### config.mk
export PLATFORM = sky130hd
export DESIGN_NAME = uoob_dev_flat
export DESIGN_NICKNAME = d
export VERILOG_FILES = /design/src/include/uoob_pkg.sv /design/src/include/uoob_if.sv /design/src/design/uoob_dev.sv /design/src/flat_wrapper.sv
export VERILOG_INCLUDE_DIRS = /design/src /design/src/include
export SDC_FILE = /design/constraint.sdc
export NUM_CORES = 1
export LEC_CHECK = 0
export ABC_AREA = 1
export BUFFER_PORTS_ARGS = -buffer_cell sky130_fd_sc_hd__buf_2
export CELL_PAD_IN_SITES_DETAIL_PLACEMENT = 0
export CELL_PAD_IN_SITES_GLOBAL_PLACEMENT = 1
export CORE_MARGIN = 3
export CORE_UTILIZATION = 28
export DETAILED_ROUTE_END_ITERATION = 7
export PLACE_DENSITY_LB_ADDON = 0.1
export SKIP_CTS_REPAIR_TIMING = 1
export SYNTH_ARGS = -nofsm -noshare
export SYNTH_HDL_FRONTEND = slang
export SYNTH_SLANG_ARGS = --single-unit
### constraint.sdc
create_clock -name ref_clk_in -period 4.6 [get_ports ref_clk_in]
set_input_delay 0.92 -clock ref_clk_in [delete_from_list [all_inputs] [get_ports ref_clk_in]]
set_output_delay 0.92 -clock ref_clk_in [all_outputs]
set_load 0.01 [all_outputs]
### src/include/uoob_defs.svh
`ifndef UOOB_DEFS_SVH
`define UOOB_DEFS_SVH

// Line group geometry
`define UOOB_LINES 16
`define UOOB_SEL_W 4
`define UOOB_HOLD_W 16
`define UOOB_PRE_W 15

// Clock and wake hold time unit
`define UOOB_CLK_HZ 25000000
`define UOOB_HOLD_UNIT_MS 1
`define UOOB_HOLD_UNIT_CYCLES ((`UOOB_CLK_HZ / 1000) * `UOOB_HOLD_UNIT_MS)

// Controller register offsets
`define UOOB_ADDR_W 8
`define UOOB_REG_CTRL 8'h00
`define UOOB_REG_SEL 8'h04
`define UOOB_REG_STATUS 8'h08
`define UOOB_REG_MASK 8'h0c
`define UOOB_REG_LEVEL 8'h10

// Field positions
`define UOOB_CTRL_DETACH 0
`define UOOB_SEL_RESUME_LSB 0
`define UOOB_SEL_DETACH_LSB 4
`define UOOB_SEL_WAKE_LSB 8
`define UOOB_EV_RESUME_RISE 0
`define UOOB_EV_WAKE_RISE 1
`define UOOB_EV_WAKE_FALL 2
`define UOOB_EV_W 3

// Reset values
`define UOOB_SEL_RST 12'h210
`define UOOB_MASK_RST 3'h0

`endif

### src/include/uoob_pkg.sv
`include "uoob_defs.svh"

package uoob_pkg;

   typedef enum logic [1:0] {
      UOOB_ATTACHED = 2'b01,
      UOOB_DETACHED = 2'b10
   } uoob_mode_t;

   typedef struct packed {
      uoob_mode_t mode;
      logic [2:0] det_sync;
      logic det_lvl;
      logic resume_req;
      logic wake;
      logic wake_forever;
      logic [`UOOB_PRE_W-1:0] prescale;
      logic [`UOOB_HOLD_W-1:0] hold_left;
      logic [`UOOB_LINES-1:0] line;
   } uoob_dev_st_t;

   typedef struct packed {
      logic detach_req;
      logic [11:0] sel;
      logic [`UOOB_EV_W-1:0] status;
      logic [`UOOB_EV_W-1:0] mask;
      logic [2:0] res_sync;
      logic [2:0] wake_sync;
      logic res_lvl;
      logic wake_lvl;
      logic [`UOOB_LINES-1:0] line;
      logic [31:0] rd_data;
   } uoob_host_st_t;

endpackage

### src/include/uoob_if.sv
`include "uoob_defs.svh"

interface uoob_if;
   logic [`UOOB_LINES-1:0] dev_line;
   logic [`UOOB_LINES-1:0] host_line;

   modport dev (output dev_line, input host_line);
   modport host (input dev_line, output host_line);
endinterface

### src/design/uoob_dev.sv
// Summary of operation
// - Resume, detach, wake each on own line
// - Resume line high until bus activity returns
// - Resume enabled by line selection alone
// - No resume line selected: function unused
// - Host takes resume line as interrupt
// - Suspend keeps pull-up powered, stays attached
// - Detach floats D+/D-, removes pull-up power
// - Radio continues; host traffic triggers wake
// - USB restarts after host drops detach or the detach line is disabled
// - Hold time zero keeps wake until reattach
// - No hold time configured: wake held indefinitely
// - Resume in suspend and detach; wake detach only
// - Host processes stale queued events after reconnect
`include "uoob_defs.svh"

module uoob_dev
   import uoob_pkg::*;
#(
   parameter int HOLD_UNIT_CYCLES = `UOOB_HOLD_UNIT_CYCLES
) (
   input wire logic ref_clk_in,
   input wire logic rst_n_in,
   uoob_if.dev link,
   input wire logic resume_line_en_in,
   input wire logic [`UOOB_SEL_W-1:0] resume_line_select_in,
   input wire logic detach_line_en_in,
   input wire logic [`UOOB_SEL_W-1:0] detach_line_select_in,
   input wire logic wake_line_en_in,
   input wire logic [`UOOB_SEL_W-1:0] wake_line_select_in,
   input wire logic wake_hold_present_in,
   input wire logic [`UOOB_HOLD_W-1:0] wake_hold_time_in,
   input wire logic suspended_in,
   input wire logic bus_activity_in,
   input wire logic resume_want_in,
   input wire logic traffic_event_in,
   input wire logic usb_oe_n_in,
   output logic dp_oe_n_out,
   output logic dm_oe_n_out,
   output logic pullup_power_out,
   output logic usb_enable_out,
   output logic detached_out,
   output logic resume_active_out,
   output logic wake_active_out
);

   localparam logic [`UOOB_PRE_W-1:0] PRE_LAST = `UOOB_PRE_W'(HOLD_UNIT_CYCLES - 1);

   uoob_dev_st_t st;
   uoob_dev_st_t next_st;
   logic det_pin;
   logic det_on;
   logic in_detach;
   logic unit_tick;
   logic [`UOOB_LINES-1:0] next_line;

   // Detach pin taken from its selected line
   assign det_pin = link.host_line[detach_line_select_in];
   assign det_on = detach_line_en_in && st.det_lvl;
   assign in_detach = (st.mode == UOOB_DETACHED);
   assign unit_tick = (st.prescale == PRE_LAST);

   // Resume and wake each drive their own line
   genvar i;
   generate
      for (i = 0; i < `UOOB_LINES; i++) begin : g_line
         assign next_line[i] =
            (resume_line_en_in && (resume_line_select_in == `UOOB_SEL_W'(i)) && st.resume_req) |
            (wake_line_en_in && (wake_line_select_in == `UOOB_SEL_W'(i)) && st.wake);
      end
   endgenerate

   always_comb begin
      next_st = st;

      // Three-stage sampler, level taken when stages two and three agree
      next_st.det_sync = {st.det_sync[1:0], det_pin};
      if (st.det_sync[1] == st.det_sync[2]) begin
         next_st.det_lvl = st.det_sync[2];
      end

      // Attach state follows the filtered detach level
      case (st.mode)
         UOOB_ATTACHED: begin
            if (det_on) begin
               next_st.mode = UOOB_DETACHED;
            end
         end
         UOOB_DETACHED: begin
            if (!det_on) begin
               next_st.mode = UOOB_ATTACHED;
            end
         end
         default: begin
            next_st.mode = UOOB_ATTACHED;
         end
      endcase

      // Resume request, needs only a selected line
      if (!resume_line_en_in) begin
         next_st.resume_req = 1'b0;
      end else if (resume_want_in && (suspended_in || in_detach)) begin
         next_st.resume_req = 1'b1;
      end else if (bus_activity_in) begin
         next_st.resume_req = 1'b0;
      end

      // Wake hold timing, detach mode only
      if (!wake_line_en_in || !in_detach) begin
         next_st.wake = 1'b0;
         next_st.wake_forever = 1'b0;
         next_st.hold_left = '0;
         next_st.prescale = '0;
      end else if (traffic_event_in) begin
         next_st.wake = 1'b1;
         next_st.hold_left = wake_hold_time_in;
         next_st.prescale = '0;
         next_st.wake_forever = !wake_hold_present_in ||
                                (wake_hold_time_in == '0);
      end else if (st.wake && !st.wake_forever) begin
         if (unit_tick) begin
            next_st.prescale = '0;
            next_st.hold_left = st.hold_left - `UOOB_HOLD_W'(1);
            if (st.hold_left == `UOOB_HOLD_W'(1)) begin
               next_st.wake = 1'b0;
            end
         end else begin
            next_st.prescale = st.prescale + `UOOB_PRE_W'(1);
         end
      end

      next_st.line = next_line;
   end

   always_ff @(posedge ref_clk_in or negedge rst_n_in) begin
      if (!rst_n_in) begin
         st.mode <= UOOB_ATTACHED;
         st.det_sync <= 3'h0;
         st.det_lvl <= 1'b0;
         st.resume_req <= 1'b0;
         st.wake <= 1'b0;
         st.wake_forever <= 1'b0;
         st.prescale <= '0;
         st.hold_left <= '0;
         st.line <= '0;
      end else begin
         st <= next_st;
      end
   end

   assign link.dev_line = st.line;

   // Pull-up stays powered in suspend; only detach removes it
   assign pullup_power_out = (st.mode == UOOB_ATTACHED);
   assign dp_oe_n_out = usb_oe_n_in || in_detach;
   assign dm_oe_n_out = usb_oe_n_in || in_detach;
   assign usb_enable_out = (st.mode == UOOB_ATTACHED);
   assign detached_out = in_detach;
   assign resume_active_out = st.resume_req;
   assign wake_active_out = st.wake;

endmodule

### src/flat_wrapper.sv
// flat-port wrapper written by rule: the top's interface ports become plain ports
module uoob_dev_flat import uoob_pkg::*;
#(
   parameter int HOLD_UNIT_CYCLES = `UOOB_HOLD_UNIT_CYCLES
)
  (ref_clk_in, rst_n_in, resume_line_en_in, resume_line_select_in, detach_line_en_in, detach_line_select_in, wake_line_en_in, wake_line_select_in, wake_hold_present_in, wake_hold_time_in, suspended_in, bus_activity_in, resume_want_in, traffic_event_in, usb_oe_n_in, dp_oe_n_out, dm_oe_n_out, pullup_power_out, usb_enable_out, detached_out, resume_active_out, wake_active_out, link_dev_line, link_host_line);
  uoob_if link_i ();
  input wire logic ref_clk_in;
  input wire logic rst_n_in;
  input wire logic resume_line_en_in;
  input wire logic [`UOOB_SEL_W-1:0] resume_line_select_in;
  input wire logic detach_line_en_in;
  input wire logic [`UOOB_SEL_W-1:0] detach_line_select_in;
  input wire logic wake_line_en_in;
  input wire logic [`UOOB_SEL_W-1:0] wake_line_select_in;
  input wire logic wake_hold_present_in;
  input wire logic [`UOOB_HOLD_W-1:0] wake_hold_time_in;
  input wire logic suspended_in;
  input wire logic bus_activity_in;
  input wire logic resume_want_in;
  input wire logic traffic_event_in;
  input wire logic usb_oe_n_in;
  output logic dp_oe_n_out;
  output logic dm_oe_n_out;
  output logic pullup_power_out;
  output logic usb_enable_out;
  output logic detached_out;
  output logic resume_active_out;
  output logic wake_active_out;
  output wire logic [$bits(link_i.dev_line)-1:0] link_dev_line;
  input wire logic [$bits(link_i.host_line)-1:0] link_host_line;
  assign link_dev_line = link_i.dev_line;
  assign link_i.host_line = link_host_line;
  uoob_dev #(.HOLD_UNIT_CYCLES(HOLD_UNIT_CYCLES)) u_core (.ref_clk_in(ref_clk_in), .rst_n_in(rst_n_in), .link(link_i), .resume_line_en_in(resume_line_en_in), .resume_line_select_in(resume_line_select_in), .detach_line_en_in(detach_line_en_in), .detach_line_select_in(detach_line_select_in), .wake_line_en_in(wake_line_en_in), .wake_line_select_in(wake_line_select_in), .wake_hold_present_in(wake_hold_present_in), .wake_hold_time_in(wake_hold_time_in), .suspended_in(suspended_in), .bus_activity_in(bus_activity_in), .resume_want_in(resume_want_in), .traffic_event_in(traffic_event_in), .usb_oe_n_in(usb_oe_n_in), .dp_oe_n_out(dp_oe_n_out), .dm_oe_n_out(dm_oe_n_out), .pullup_power_out(pullup_power_out), .usb_enable_out(usb_enable_out), .detached_out(detached_out), .resume_active_out(resume_active_out), .wake_active_out(wake_active_out));
endmodule
==> metrics.txt <==
Leak 2.074 nW; IO Port Bufs 77; root buf cell clkbuf_16; All-Layer GR Usage 14.44%; drt via density 4.605; DRT Wirelength 9.172 mm; Final #Nets 595; Final ANT Viol Nets 0; Num CTS Buffers 5; router iterations before antenna repair 6; RSZ-0062 raised after global routing no; syn nets about 540; Hold/Removal Path Class flop to flop; DRC Markers 0; arrival time at the worst endpoint between 2 and 3 ns; Mapped Cells 479; Max Fclk 0.4082 GHz; initial DRC count 120; Total Power 0.001047 W; warnings from Yosys 0; Worst Path Required 4.84 ns; Cell variety after synth 35; diode count 0; vias in the first global route 3114; fin crit period 2.450 ns; relative max-transition margin just under 30%; filler instances ~1300; setup tns final 0 ns; boundary pin count 78; fin. max-slew vios 0; share of cells above drive strength 1 just under 20%; most frequent cells in the layout 124 x nand2_1, 77 x buf_2, 72 x nor2_1; Synth Cell Area between 3000 and 4000 µm²; DIE WIDTH 116.2 µm; Tightest Pin Transition 1.062 ns; CTS tree built; Final Skew 0.008328 ns; Yosys reg bits 56; routed len/inst 13.47 µm; crit path launch type input pin; Final Setup Violations 0; cell count after placement 673; routability cong. 0.7908; post-synthesis sequential area ratio 41.21%; clock sinks 56; Final Hold Viols 0; buffers from clock root to sink, at most 2; commonest non-fill, non-tap cell in the layout nand2_1; H-Tree Depth 2; placeable core area 11660 µm²; Avg Cell Area, Syn 7.105 µm²; Layout area overhead 15.37%; Die ar. about 14000 µm²; status finished clean; Final period util 53.26%; clock latency on the worst-skew pair about 0.30 ns; Initial Util between 20% and 30%; MaxCap Viol Count 0; HPWL after DPL around 7.0 mm; Site Rows 39; Reg clk slew, reported paths 0.08 ns; largest net degree at the start of global routing 42; Worst IR Drop VDD 0.1184 mV; worst-path maximum fanout 13; antenna violations before repair 0; final std cells w/o fill about 700; kind of critical path input pin to flop; Die Ht 116.2 µm; PD cells 266.8 nW/µm²; global-route wire length before repair 15.58 mm; Critical Path Sink Type flop; DR vias 3136; grt ovf 0
final timing paths:
kind	endpoint	slack, ns	cells past startpoint	startpoint
worst max-delay path	u_core.st[23]$_DFFE_PN0P_	2.15	7	wake_line_en_in
worst min-delay path	u_core.next_st[53]$_DFF_PN0_	0.35	0	u_core.next_st[52]$_DFF_PN0_
worst max register to register	u_core.wake_active_out$_DFFE_PN0P_	2.42	9	u_core.st[54]$_DFFE_PN1P_
worst min register to register	u_core.next_st[53]$_DFF_PN0_	0.35	0	u_core.next_st[52]$_DFF_PN0_
max in group asynchronous	u_core.st[54]$_DFFE_PN1P_	3.15	2	rst_n_in
min in group asynchronous	u_core.st[30]$_DFFE_PN0P_	0.56	1	rst_n_in
logic make-up (layout without fill, tap and decap cells):
logic type,after synthesis,after routing,synth area share [%]
and+or+nand+nor,246,246,30.15
buffers and inverters,93,152,13.05
AOI/OAI and AO/OA,76,76,13.16
DFF,56,56,41.21
adders and majority gates,4,4,1.397
xor gates and xnor gates,4,4,1.030
stage by stage:
stage | cell area [µm²] | utilization [%] | hold slack (ns) | worst slack [ns]
finish | 3926 | 33.67 | 0.3509 | 2.150
floorplan | 3403 | - | 0.3312 | 2.289
CTS | 3926 | 33.67 | 0.3551 | 2.162
global placement | 3779 | 32.40 | 0.3413 | 1.923
global route | 3926 | 33.67 | 0.3743 | 1.942
detailed placement | 3779 | 32.40 | 0.3464 | 1.847
area by class of cell:
cell class / instances / area (µm²) / share of cell area [%]
clock buffer: 5 / 125.1 / 3.187
inverter: 66 / 247.7 / 6.310
clock inverter: 3 / 22.52 / 0.5736
timing repair buffer: 78 / 392.9 / 10.01
multi-input combinational: 330 / 1556 / 39.64
sequential: 56 / 1403 / 35.72
tap: 143 / 178.9 / 4.557
layer usage:
metal / up-vias / wire (µm) / track usage (%) / part of all wire, %
met3: 10 / 524 / 3.264 / 5.7
met4: 0 / 97 / 3.403 / 1.1
met5: - / 0 / 0 / 0
li1: 1619 / - / - / -
met1: 1428 / 4506 / 20.87 / 49
met2: 79 / 4043 / 21.97 / 44
worst max-delay path, cell delays in order:
cell     delay, ns
buf_2         0.10
nand3_2       0.13
nor2_1        0.83
inv_1         0.31
o21ai_0       0.24
nand2_1       0.07
nand2_1       0.09
power by group:
part / switching [W] / internal (W)
Clock: 0.000189 / 0.000205
Combinational: 0.0000866 / 0.0000523
Sequential: 0.00000880 / 0.000506
cells in the mapped netlist:
library cell  count  area, µm²
nor2_2            2      12.51
a21oi_4           1      16.27
nor4_1            2      12.51
o211ai_1          5      37.54
or2_2             2      12.51
nor3_2            1      10.01
ha_1              3      37.54
buf_2             4      20.02
o21ai_2           4      35.03
xor2_1            1      8.760
nor2_4            1      11.26
a31oi_1           1      6.260
nor3b_2           1      12.51
a21boi_0          1      7.510
nand3_2           1      10.01
inv_2             3      11.26
dfrtp_1          55       1376
o21bai_1          1      7.510
o22ai_1          18      112.6
o21ai_0          27      135.1
nor2_1           72      270.3
buf_6             3      33.78
nand2_1         124      465.5
inv_1            63      236.5
nand2_2           4      25.02
o21ai_1           2      10.01
nor3_1            4      20.02
dfstp_2           1      26.28
buf_4            18      135.1
nand4_1           3      18.77
nand3_1          29      145.1
clkbuf_1          2      7.510
a21oi_1          16      80.08
xnor2_1           3      26.28
maj3_1            1      10.01
sequential cells by signal, indices dropped and copies added (netlist names):
register                  count
u_core.link.dev_line         16
u_core.resume_active_out      1
u_core.wake_active_out        1
u_core.next_st                2
u_core.st                    36
Power figures use the tool's default switching activity.
